--- src/common/psb_cfg.svh ---
// offsets, bit positions, reset values and timing figures for the sideband block
`ifndef PSB_CFG_SVH
`define PSB_CFG_SVH
`define OFF_FAST        8'h00
`define OFF_RESET       8'h04
`define OFF_CONFIG      8'h08
`define OFF_NERR_CLR    8'h0C
`define OFF_STRAP       8'h10
`define OFF_SLEEP       8'h14
`define OFF_STATUS      8'h18
`define FAST_INIT_BIT   0
`define FAST_GATE_BIT   1
`define RST_SYS_BIT     1
`define RST_FULL_BIT    2
`define CFG_SLEEP_ASSERT_ENABLE_BIT  0
`define CFG_ROUTE_BIT   11
`define CFG_BIST_BIT    12
`define CFG_NERR_EN_BIT 13
`define SLP_C2_BIT      4
`define SLP_DUAL_BIT    5
`define STRAP_RESET     4'hF
`define INIT_CLOCKS     5'h10
`define SLEEP_DELAY     4'h8
`define CLK_PERIOD_NS   20
`define STRAP_HOLD_NS   120
`define ST_S0           3'h0
`define ST_S1           3'h1
`define ST_S2           3'h2
`define ST_S3           3'h3
`define ST_S5           3'h5
`endif

--- src/common/psb_pkg.sv ---
// types shared by the processor sideband block
package psb_pkg;
    typedef enum logic [3:0] {
        STRAP_HIGH  = 4'b0001,
        STRAP_DRIVE = 4'b0010,
        STRAP_HOLD  = 4'b0100,
        STRAP_DONE  = 4'b1000
    } strap_phase_e;
    typedef enum logic [3:0] {
        SLP_IDLE  = 4'b0001,
        SLP_STOP  = 4'b0010,
        SLP_WAIT  = 4'b0100,
        SLP_SLEEP = 4'b1000
    } sleep_phase_e;
    typedef struct packed {
        logic o;
        logic oe;
    } od_pin_s;
    typedef struct packed {
        logic       numeric_error_enable;
        logic       self_test_enable;
        logic       nmi_to_sci_route;
        logic       sleep_assert_enable;
    } config_s;
endpackage

--- src/rtl/processor_sideband_control.sv ---
// processor sideband control: mask, soft init, numeric error, nmi routing, sleep
//
// The APB interface to the registers and the register offsets were decided locally.
`timescale 1ns/1ps
`include "psb_cfg.svh"

// Operation
// - mask active only when both gates zero
// - soft init low 16 clocks, then released
// - soft init count freezes during stop clock
// - shutdown special cycle triggers soft init
// - fast port init bit rising triggers
// - reset port system request rising, partial
// - kbc reset low triggers; rearm on rise
// - self test plus full reset triggers init
// - numeric error only when enabled
// - error input raises internal interrupt
// - clear port drops interrupt, asserts ignore
// - ignore only while error input active
// - disabled: no interrupt, no ignore
// - serr raises nmi, or sci if routed
// - channel check raises nmi or sci
// - S1 stop clock; sleep 8 after ack
// - no C2 idle in dual processor
// - S2 sleep state not supported
// - S3-S5 pass through S1 sequence
// - processor outputs open drain
// - drive high in reset, then straps
// - strap bits map nmi,cpu_interrupt_request,ignore,mask
module processor_sideband_control (
    // apb slave
    input  wire logic             pclk,
    input  wire logic             presetn,
    input  wire logic             psel,
    input  wire logic             penable,
    input  wire logic             pwrite,
    input  wire logic [7:0]       paddr,
    input  wire logic [31:0]      pwdata,
    output logic      [31:0]      prdata,
    output logic                  pready,
    output logic                  pslverr,
    // resets and keyboard controller
    input  wire logic             pci_reset_n,
    input  wire logic             processor_reset_n,
    input  wire logic             kbc_gate_input,
    input  wire logic             kbc_reset_request_n,
    // processor events
    input  wire logic             shutdown_cycle,
    input  wire logic             stop_grant_ack,
    input  wire logic             numeric_error_in_n,
    input  wire logic             cpu_interrupt_request_request,
    // nmi sources
    input  wire logic [2:0]       serr_active,
    input  wire logic             isa_channel_check_n,
    // processor pins
    output psb_pkg::od_pin_s      addr_bit20_mask,
    output psb_pkg::od_pin_s      soft_init,
    output psb_pkg::od_pin_s      ignore_numeric_error,
    output psb_pkg::od_pin_s      nmi_out,
    output psb_pkg::od_pin_s      cpu_interrupt_request,
    output psb_pkg::od_pin_s      stop_clock_req,
    output psb_pkg::od_pin_s      cpu_sleep_out,
    // internal events
    output logic                  numeric_error_irq,
    output logic                  sci_out
);
    localparam int STRAP_HOLD_CYC = (`STRAP_HOLD_NS + `CLK_PERIOD_NS - 1) / `CLK_PERIOD_NS;

    function automatic logic is_mapped(input logic [7:0] a);
        is_mapped = (a == `OFF_FAST) || (a == `OFF_RESET) || (a == `OFF_CONFIG) ||
                    (a == `OFF_NERR_CLR) || (a == `OFF_STRAP) || (a == `OFF_SLEEP) ||
                    (a == `OFF_STATUS);
    endfunction

    logic [1:0]              fast_q;
    logic [2:0]              reset_port_q;
    psb_pkg::config_s        cfg_q;
    logic [3:0]              strap_q;
    logic [5:0]              sleep_reg_q;
    logic [31:0]             prdata_q;
    logic                    pready_q;
    logic                    pslverr_q;
    logic                    wr_en;
    logic                    init_active_q;
    logic [4:0]              init_cnt_q;
    logic                    init_trig;
    logic                    kbc_armed_q;
    logic                    kbc_prev_q;
    logic                    numeric_error_in_act;
    logic                    numeric_error_in_prev_q;
    logic                    irq_q;
    logic                    ign_q;
    logic                    nmi_src_prev_q;
    logic                    nmi_q;
    logic                    sci_q;
    logic                    nmi_event;
    psb_pkg::strap_phase_e   strap_ph_q;
    logic [2:0]              strap_cnt_q;
    psb_pkg::sleep_phase_e   slp_ph_q;
    logic [3:0]              slp_cnt_q;
    logic                    stop_q;
    logic                    sleep_q;
    logic                    stop_d;
    psb_pkg::od_pin_s        mask_q;
    psb_pkg::od_pin_s        ign_pin_q;
    psb_pkg::od_pin_s        nmi_pin_q;
    psb_pkg::od_pin_s        cpu_interrupt_request_pin_q;
    logic                    init_oe_q;
    logic [4:0]              init_len_q;

    assign wr_en     = psel && penable && pready_q && pwrite && !pslverr_q;
    assign numeric_error_in_act  = !numeric_error_in_n;
    assign nmi_event = (|serr_active || !isa_channel_check_n) && !nmi_src_prev_q;

    // apb slave: no wait states, registered read data
    always_ff @(posedge pclk or negedge presetn)
    begin
        if (!presetn)
        begin
            pready_q  <= 1'b0;
            pslverr_q <= 1'b0;
            prdata_q  <= 32'h0000_0000;
        end
        else
        begin
            pready_q  <= psel && !penable;
            pslverr_q <= psel && !penable && !is_mapped(paddr);
            prdata_q  <= 32'h0000_0000;
            if (psel && !penable && !pwrite)
            begin
                case (paddr)
                    `OFF_FAST:   prdata_q[1:0] <= fast_q;
                    `OFF_RESET:  prdata_q[2:0] <= reset_port_q;
                    `OFF_CONFIG:
                    begin
                        prdata_q[`CFG_NERR_EN_BIT] <= cfg_q.numeric_error_enable;
                        prdata_q[`CFG_BIST_BIT]    <= cfg_q.self_test_enable;
                        prdata_q[`CFG_ROUTE_BIT]   <= cfg_q.nmi_to_sci_route;
                        prdata_q[`CFG_SLEEP_ASSERT_ENABLE_BIT]  <= cfg_q.sleep_assert_enable;
                    end
                    `OFF_STRAP:  prdata_q[3:0] <= strap_q;
                    `OFF_SLEEP:  prdata_q[5:0] <= sleep_reg_q;
                    `OFF_STATUS: prdata_q[7:0] <= {numeric_error_in_prev_q, kbc_armed_q, sleep_q, stop_q,
                                                   irq_q, ign_q, init_active_q, mask_q.oe};
                    default:     prdata_q <= 32'h0000_0000;
                endcase
            end
        end
    end

    // software registers
    always_ff @(posedge pclk or negedge presetn)
    begin
        if (!presetn)
        begin
            fast_q       <= 2'h0;
            reset_port_q <= 3'h0;
            cfg_q        <= '0;
            strap_q      <= `STRAP_RESET;
            sleep_reg_q  <= 6'h00;
        end
        else if (wr_en)
        begin
            case (paddr)
                `OFF_FAST:   fast_q <= pwdata[1:0];
                `OFF_RESET:  reset_port_q <= pwdata[2:0];
                `OFF_CONFIG:
                begin
                    cfg_q.numeric_error_enable <= pwdata[`CFG_NERR_EN_BIT];
                    cfg_q.self_test_enable     <= pwdata[`CFG_BIST_BIT];
                    cfg_q.nmi_to_sci_route     <= pwdata[`CFG_ROUTE_BIT];
                    cfg_q.sleep_assert_enable  <= pwdata[`CFG_SLEEP_ASSERT_ENABLE_BIT];
                end
                `OFF_STRAP:  strap_q <= pwdata[3:0];
                `OFF_SLEEP:
                begin
                    sleep_reg_q[5:3] <= pwdata[5:3];
                    if (pwdata[2:0] != `ST_S2)
                        sleep_reg_q[2:0] <= pwdata[2:0];
                end
                default:     fast_q <= fast_q;
            endcase
        end
    end

    // soft init trigger sources
    always_comb
    begin
        init_trig = shutdown_cycle;
        if (wr_en && paddr == `OFF_FAST && pwdata[`FAST_INIT_BIT] && !fast_q[`FAST_INIT_BIT])
            init_trig = 1'b1;
        if (wr_en && paddr == `OFF_RESET && pwdata[`RST_SYS_BIT] && !reset_port_q[`RST_SYS_BIT])
        begin
            if (!pwdata[`RST_FULL_BIT])
                init_trig = 1'b1;
            else if (cfg_q.self_test_enable)
                init_trig = 1'b1;
        end
        if (kbc_armed_q && !kbc_reset_request_n)
            init_trig = 1'b1;
    end

    // keyboard controller reset arming
    always_ff @(posedge pclk or negedge presetn)
    begin
        if (!presetn)
        begin
            kbc_armed_q <= 1'b1;
            kbc_prev_q  <= 1'b1;
        end
        else
        begin
            kbc_prev_q <= kbc_reset_request_n;
            if (kbc_armed_q && !kbc_reset_request_n)
                kbc_armed_q <= 1'b0;
            else if (!kbc_prev_q && kbc_reset_request_n)
                kbc_armed_q <= 1'b1;
        end
    end

    // soft init pulse counter
    always_ff @(posedge pclk or negedge presetn)
    begin
        if (!presetn)
        begin
            init_active_q <= 1'b0;
            init_cnt_q    <= 5'h00;
            init_oe_q     <= 1'b0;
        end
        else
        begin
            init_oe_q <= init_active_q && !stop_q;
            if (!init_active_q && init_trig)
            begin
                init_active_q <= 1'b1;
                init_cnt_q    <= `INIT_CLOCKS;
            end
            else if (init_active_q && !stop_q)
            begin
                init_cnt_q <= init_cnt_q - 5'h01;
                if (init_cnt_q == 5'h01)
                    init_active_q <= 1'b0;
            end
        end
    end

    // numeric error handshake
    always_ff @(posedge pclk or negedge presetn)
    begin
        if (!presetn)
        begin
            numeric_error_in_prev_q <= 1'b0;
            irq_q       <= 1'b0;
            ign_q       <= 1'b0;
        end
        else
        begin
            numeric_error_in_prev_q <= numeric_error_in_act;
            if (!cfg_q.numeric_error_enable)
            begin
                irq_q <= 1'b0;
                ign_q <= 1'b0;
            end
            else
            begin
                if (numeric_error_in_act && !numeric_error_in_prev_q)
                    irq_q <= 1'b1;
                else if (wr_en && paddr == `OFF_NERR_CLR)
                    irq_q <= 1'b0;
                if (!numeric_error_in_act)
                    ign_q <= 1'b0;
                else if (wr_en && paddr == `OFF_NERR_CLR)
                    ign_q <= 1'b1;
            end
        end
    end

    // nmi and sci routing
    always_ff @(posedge pclk or negedge presetn)
    begin
        if (!presetn)
        begin
            nmi_src_prev_q <= 1'b0;
            nmi_q          <= 1'b0;
            sci_q          <= 1'b0;
        end
        else
        begin
            nmi_src_prev_q <= |serr_active || !isa_channel_check_n;
            nmi_q          <= nmi_event && !cfg_q.nmi_to_sci_route;
            sci_q          <= nmi_event && cfg_q.nmi_to_sci_route;
        end
    end

    // sleep entry sequence
    always_ff @(posedge pclk or negedge presetn)
    begin
        if (!presetn)
        begin
            slp_ph_q  <= psb_pkg::SLP_IDLE;
            slp_cnt_q <= 4'h0;
        end
        else
        begin
            case (slp_ph_q)
                psb_pkg::SLP_IDLE:
                    if (sleep_reg_q[2:0] != `ST_S0 && sleep_reg_q[2:0] <= `ST_S5)
                        slp_ph_q <= psb_pkg::SLP_STOP;
                psb_pkg::SLP_STOP:
                    if (sleep_reg_q[2:0] == `ST_S0)
                        slp_ph_q <= psb_pkg::SLP_IDLE;
                    else if (stop_grant_ack && cfg_q.sleep_assert_enable)
                    begin
                        slp_ph_q  <= psb_pkg::SLP_WAIT;
                        slp_cnt_q <= `SLEEP_DELAY - 4'h2;
                    end
                psb_pkg::SLP_WAIT:
                    if (sleep_reg_q[2:0] == `ST_S0)
                        slp_ph_q <= psb_pkg::SLP_IDLE;
                    else if (slp_cnt_q == 4'h0)
                        slp_ph_q <= psb_pkg::SLP_SLEEP;
                    else
                        slp_cnt_q <= slp_cnt_q - 4'h1;
                psb_pkg::SLP_SLEEP:
                    if (sleep_reg_q[2:0] == `ST_S0)
                        slp_ph_q <= psb_pkg::SLP_IDLE;
                default:
                    slp_ph_q <= psb_pkg::SLP_IDLE;
            endcase
        end
    end

    // stop clock also serves C2, only for single processor
    assign stop_d = (slp_ph_q != psb_pkg::SLP_IDLE) ||
                    (sleep_reg_q[`SLP_C2_BIT] && !sleep_reg_q[`SLP_DUAL_BIT]);

    always_ff @(posedge pclk or negedge presetn)
    begin
        if (!presetn)
        begin
            stop_q  <= 1'b0;
            sleep_q <= 1'b0;
        end
        else
        begin
            stop_q  <= stop_d;
            sleep_q <= slp_ph_q == psb_pkg::SLP_SLEEP;
        end
    end

    // strap phase around processor reset
    always_ff @(posedge pclk or negedge presetn)
    begin
        if (!presetn)
        begin
            strap_ph_q  <= psb_pkg::STRAP_HIGH;
            strap_cnt_q <= 3'h0;
        end
        else if (!pci_reset_n)
            strap_ph_q <= psb_pkg::STRAP_HIGH;
        else
        begin
            case (strap_ph_q)
                psb_pkg::STRAP_HIGH:  strap_ph_q <= psb_pkg::STRAP_DRIVE;
                psb_pkg::STRAP_DRIVE:
                    if (processor_reset_n)
                    begin
                        strap_ph_q  <= psb_pkg::STRAP_HOLD;
                        strap_cnt_q <= 3'(STRAP_HOLD_CYC - 1);
                    end
                psb_pkg::STRAP_HOLD:
                    if (strap_cnt_q == 3'h0)
                        strap_ph_q <= psb_pkg::STRAP_DONE;
                    else
                        strap_cnt_q <= strap_cnt_q - 3'h1;
                psb_pkg::STRAP_DONE:  strap_ph_q <= psb_pkg::STRAP_DONE;
                default:              strap_ph_q <= psb_pkg::STRAP_HIGH;
            endcase
        end
    end

    // processor pin drivers: low or released, straps drive both levels
    always_ff @(posedge pclk or negedge presetn)
    begin
        if (!presetn)
        begin
            mask_q     <= '{o: 1'b1, oe: 1'b1};
            ign_pin_q  <= '{o: 1'b1, oe: 1'b1};
            nmi_pin_q  <= '{o: 1'b1, oe: 1'b1};
            cpu_interrupt_request_pin_q <= '{o: 1'b1, oe: 1'b1};
        end
        else if (!pci_reset_n || strap_ph_q == psb_pkg::STRAP_HIGH)
        begin
            mask_q     <= '{o: 1'b1, oe: 1'b1};
            ign_pin_q  <= '{o: 1'b1, oe: 1'b1};
            nmi_pin_q  <= '{o: 1'b1, oe: 1'b1};
            cpu_interrupt_request_pin_q <= '{o: 1'b1, oe: 1'b1};
        end
        else if (strap_ph_q != psb_pkg::STRAP_DONE)
        begin
            nmi_pin_q  <= '{o: strap_q[3], oe: 1'b1};
            cpu_interrupt_request_pin_q <= '{o: strap_q[2], oe: 1'b1};
            ign_pin_q  <= '{o: strap_q[1], oe: 1'b1};
            mask_q     <= '{o: strap_q[0], oe: 1'b1};
        end
        else
        begin
            mask_q     <= '{o: 1'b0, oe: !fast_q[`FAST_GATE_BIT] && !kbc_gate_input};
            ign_pin_q  <= '{o: 1'b0, oe: ign_q && numeric_error_in_act};
            nmi_pin_q  <= '{o: 1'b0, oe: !nmi_q};
            cpu_interrupt_request_pin_q <= '{o: 1'b0, oe: !cpu_interrupt_request_request};
        end
    end

    assign prdata                = prdata_q;
    assign pready                = pready_q;
    assign pslverr               = pslverr_q;
    assign addr_bit20_mask       = mask_q;
    assign ignore_numeric_error  = ign_pin_q;
    assign nmi_out               = nmi_pin_q;
    assign cpu_interrupt_request = cpu_interrupt_request_pin_q;
    assign soft_init             = '{o: 1'b0, oe: init_oe_q};
    assign stop_clock_req        = '{o: 1'b0, oe: stop_q};
    assign cpu_sleep_out         = '{o: 1'b0, oe: sleep_q};
    assign numeric_error_irq     = irq_q;
    assign sci_out               = sci_q;

    // length of soft init drive, frozen cycles excluded
    always_ff @(posedge pclk or negedge presetn)
    begin
        if (!presetn)
            init_len_q <= 5'h00;
        else if (init_oe_q)
            init_len_q <= init_len_q + 5'h01;
        else if (!init_active_q)
            init_len_q <= 5'h00;
    end
endmodule

--- config.mk ---
export PLATFORM = sky130hd
export DESIGN_NAME = processor_sideband_control
export DESIGN_NICKNAME = d
export VERILOG_FILES = /design/src/common/psb_pkg.sv /design/src/rtl/processor_sideband_control.sv
export VERILOG_INCLUDE_DIRS = /design/src /design/src/common
export SDC_FILE = /design/constraint.sdc
export NUM_CORES = 1
export LEC_CHECK = 0
export BUFFER_PORTS_ARGS = -buffer_cell sky130_fd_sc_hd__buf_2
export CORE_MARGIN = 2
export CORE_UTILIZATION = 45
export DETAILED_ROUTE_END_ITERATION = 6
export PLACE_DENSITY_LB_ADDON = 0.2
export SLEW_MARGIN = 20
export SYNTH_ARGS = -nofsm -noshare
export SYNTH_HDL_FRONTEND = slang
export SYNTH_SLANG_ARGS = --single-unit
--- constraint.sdc ---
create_clock -name pclk -period 5.7 [get_ports pclk]
set_clock_uncertainty 0.05 [all_clocks]
set_input_delay 0.855 -clock pclk [delete_from_list [all_inputs] [get_ports pclk]]
set_output_delay 0.855 -clock pclk [all_outputs]
set_load 0.1 [all_outputs]
# After elaboration in Yosys (flattened, before gate mapping)
# Index checks and enable logic that the tools add are counted.
# word_totals
elab_cells	205
out_inout_bits	50
register_bits	75
# op_classes
addsub	3
n_mux	53
n_eq_ne	32
n_reduce_logical	79
n_lt_le_gt_ge	1
# op_table
cell	n
4-bit 2-to-1 mux	13
4-bit one-hot mux with 4 select lines	2
1-bit logical AND	27
8-bit by 5-bit == test with 1-bit output, second input constant	3
1-bit zero test	21
2-bit 2-to-1 mux	9
8-bit by 4-bit == test with 1-bit output, second input constant	2
1-bit 2-to-1 mux	16
2-bit inequality test, second input constant	8
14-bit 2-to-1 mux	1
2-bit AND reduction	7
3-bit inequality test, second input constant	4
5-bit 2-to-1 mux	2
2-bit nonzero test	5
1-bit logical OR	9
3-bit 2-to-1 mux	3
4-bit by 1-bit == test with 1-bit output, second input constant	2
4-bit by 2-bit == test with 1-bit output, second input constant	2
4-bit by 3-bit == test with 1-bit output, second input constant	2
4-bit == test, second input constant	2
8-bit by 3-bit == test with 1-bit output, second input constant	1
8-bit zero test	1
4-bit one-hot mux with 2 select lines	1
4-bit AND reduction	2
21 further kinds	23

# Longest topological paths before layout
# logic_depth
depth_word	15
ltp_mapped	6
mapped_depth_nobuf	6

# Worst setup path before layout
# OpenSTA, ideal clock, no wires.
# synth_path
kind	input to register
from	input port paddr[1]
to	register cfg_q[1] (netlist bit)
arrival_time_ns	2.198
t_required_ns	5.525
path_stages	4
slack_ns	3.327
path_cell_list	nor4_1 -> nand4_1 -> nor2_1 -> mux2_2
# synth_via
elab_chain_cells	2
# synth_lines
element	line	source
from (decl)	processor_sideband_control.sv:37	input wire logic [7:0] paddr,
8-bit by 4-bit == test with 1-bit output	processor_sideband_control.sv:164	case (paddr)
2-bit AND reduction (no line)	n/a	
to (decl)	processor_sideband_control.sv:77	psb_pkg::config_s cfg_q;
# Every way passes these cells.
# A chain may end at the register's enable or synchronous reset.

# Worst setup path in the final report
# Same ends and word-level chain as after synthesis.

==> flow_summary.yaml <==
run_status:
  outcome: "completed"
synth:
  post_synth_mux_area_share_pct: 6.071
  xor_and_xnor_fraction_of_the_mapped_netlist_area_pct: 0.9884
  post_synth_num_cell_types: 54
  post_synth.cell_area_avg_um2: 10.33
  dominant_cell_by_count_in_the_synthesized_netlist: "sky130_fd_sc_hd__dfrtp_1"
  main_combinational_cell_family_by_area_after_synthesis: "simple AND/OR/NAND/NOR gates"
  synth_top_cells_by_area: "sky130_fd_sc_hd__dfrtp_1 40%, sky130_fd_sc_hd__dfstp_2 12%, sky130_fd_sc_hd__buf_4 5.7%"
  synth.top_cell.area_share_pct: 39.53
  post_synth_most_frequent_cells: "56 x sky130_fd_sc_hd__dfrtp_1, 27 x sky130_fd_sc_hd__buf_4, 25 x sky130_fd_sc_hd__nor2_1, 21 x sky130_fd_sc_hd__inv_1, 21 x sky130_fd_sc_hd__nand2_1"
  synthDominantAreaCellType: "sky130_fd_sc_hd__dfrtp_1"
  leading_register_cell_type_out_of_synthesis: "sky130_fd_sc_hd__dfrtp_1"
  synthesis.yosys.warnings: 0
  synthArstFlopShare_pct: 100.0
  postSynthRegisterBits: 72
  synth_seq_area_share_pct: 51.39
  synthAdderAreaFrac_pct: 1.765
  synth_enable_flop_cells: 0
  postSynthCellCount: 343
  post_synth_instance_area_mm2: 0.003545
  synth_area_in_compound_gates_pct: 12.35
  synth-simple-area-share_pct: 18.21
clock_tree:
  cts_setup_buffers: 0
  numClockSinks: 72
  clock_insertion_delay_worst_skew_ns: 0.34
  postCtsResizedCells: 0
  clock_tree.htree_level_count: 3
  tritoncts.num_buffers: 9
  cts.clk_slew.worst_paths_ns: 0.07
  cts_tree: "yes"
  ctsRootBufferMaster: "sky130_fd_sc_hd__clkbuf_8"
  cts.path.max_buffers: 2
  post_cts_hold_fix_bufs: 0
floorplanning:
  num_io_pins: 107
  die_w_um: 92.75
  fp.dieArea_mm2: 0.008603
  rows: 32
  dieHeight_um: 92.75
  core_mm2: 0.007687
  floorplan.initialDensity_pct: 46.11
placed_design:
  routabilityCongestion: 0.8259
  place.detailed.hpwl_um: 5135
  io_buffers: 59
global_routing:
  initial_antenna_violation_count: 0
  global_route.overflow_total: 0
  pin_count_of_the_biggest_net_entering_global_routing: 73
  first_pass_grt_wire_length_um: 11560
  grt_pass1_vias: 2436
  grt_use_total_pct: 17.34
setup_path:
  critPathKind: "input port to flip-flop"
  critPathCaptureType: "flip-flop"
  cp_max_fo: 6
  slowest_delay_ns: 0.70
  cp.arrival_ns: 2.70
  timing.critical_path.required_ns: 5.88
  worst_path_dominant_cell_family: "simple AND/OR/NAND/NOR gates"
  crit_chain: "buf_2 -> nor4_1 -> nand4_1 -> nor2_1 -> mux2_2"
  critical_path_buf_inv_count: 1
  worst_path_max_delay_cell: "sky130_fd_sc_hd__nor4_1"
  setup.worst_path.start_class: "input port"
detailed_routing:
  post-route-drc-count: 0
  detailedRoute.firstIterationViolations: 96
  wl_um: 6988
  via_per_inst: 5.130
  wl_per_cell_um: 13.78
  antenna_violating_nets_post_route: 0
  number_of_iterations_in_the_first_detailed_routing_pass: 4
  detailroute.via_count: 2601
layout:
  layout_cells_sized_above_1_pct: 26.17
  areaGrowthSynthToFinish_pct: 13.94
  utilization_pct: 52.54
  design.final.nets: 462
  insertedDiodeCount: 0
sta:
  unrepaired_setup_endpoints_after_global_routing: "no"
  finalSetupViolations: 0
  totalNegativeSetupSlack_ns: 0
  finalCriticalPeriod_ns: 2.523
  worst-slew-pin-transition_ns: 0.8630
  period_share_pct: 44.26
  finalMaxSlewViolations: 0
  max_slew_margin_pct: 42.46
  peak_freq_mhz: 396.4
  hold_violations: 0
worst_hold_path:
  min-delay-path-class: "flip-flop to flip-flop"
power_and_ir_drop:
  power.density_mw_per_mm2: 347.8
  lkg_pwr_nw: 1.918
  irDropWorstVdd_mv: 0.1824
run:
  max-cap-violations: 0
cells by family after synthesis:
group	after synthesis
mux	20
buf+inv	58
flops	72
compound gates	66
xor+xnor	4
other cells	1
simple gates	117
fa+ha+maj	5
worst reg2reg max path, stage by stage (launching register included):
cell and delay [ns]:
sky130_fd_sc_hd__dfrtp_1 0.45, sky130_fd_sc_hd__or4b_1 0.66, sky130_fd_sc_hd__a2bb2oi_1 0.23, sky130_fd_sc_hd__nand2b_4 0.19
sky130_fd_sc_hd__o32a_1 0.32
per-layer routing:
layer / part of all wire [%] / wire (um) / global-route usage (%)
met5: 0 / 0 / 0
met4: 1.9 / 131 / 9.191
met3: 3.6 / 254 / 3.173
met2: 46 / 3235 / 26.89
met1: 48 / 3366 / 23.22
flip-flops by register name, summed over array words and instances (netlist names), 4 cells and up:
register	cells
strap_q	4
sleep_reg_q	6
slp_cnt_q	4
prdata	11
strap_ph_q	4
init_cnt_q	5
cfg_q	4
slp_ph_q	4
through the flow:
stage	cells	setup WS (ns)	cell area, um^2	total power [mW]	hold WS (ns)
global placement	491	2.861	3817	0.9638	0.3063
CTS	507	3.190	4039	1.422	0.3209
floorplan	366	3.327	3631	0.9246	0.2979
detailed placement	491	2.822	3817	0.9699	0.3088
finish	507	3.177	4039	1.405	0.3176
global route	507	3.002	4039	1.484	0.3435
cell type report:
cell class,count,area [um^2]
clock inverters,4,76.32
well taps,102,127.6
repair buffers,60,302.8
fillers,716,3649
clock buffers,12,145.1
multi-input cells,236,1486
inverters,21,78.83
flip-flops and latches,72,1822
power breakdown:
part           internal, mW  switching, mW
clock                 0.260          0.184
combinational        0.0896          0.252
sequential            0.568         0.0500
total                 0.918          0.486
path summary, 6_finish.rpt:
check / start / to / slack, ns / cells after the start
setup / recovery: paddr[1] / cfg_q[1] / 3.18 / 5
hold / removal: nmi_q / nmi_out[0] / 0.32 / 1
setup reg to reg: strap_ph_q[1] / strap_cnt_q[2] / 3.70 / 4
hold reg to reg: nmi_q / nmi_out[0] / 0.32 / 1
max in group asynchronous: presetn / init_cnt_q[0] / 4.38 / 2
min in group asynchronous: presetn / nmi_q / 0.67 / 2
cells in the final DEF (no fill, tap or decap), drive strengths merged, types with 4 or more instances in the layout:
cell / count
mux2i: 8
inv: 22
o2bb2ai: 6
mux2: 12
nor3: 11
ha: 5
o21ai: 19
dfstp: 16
or3: 4
nor2b: 7
nand2b: 9
a21oi: 16
conb: 24
nor4b: 5
dfrtp: 56
buf: 60
and2: 4
and3: 6
a22oi: 4
nor4: 7
clkbuf: 12
nand2: 21
nor2: 25
Power figures use the tool's default switching activity.
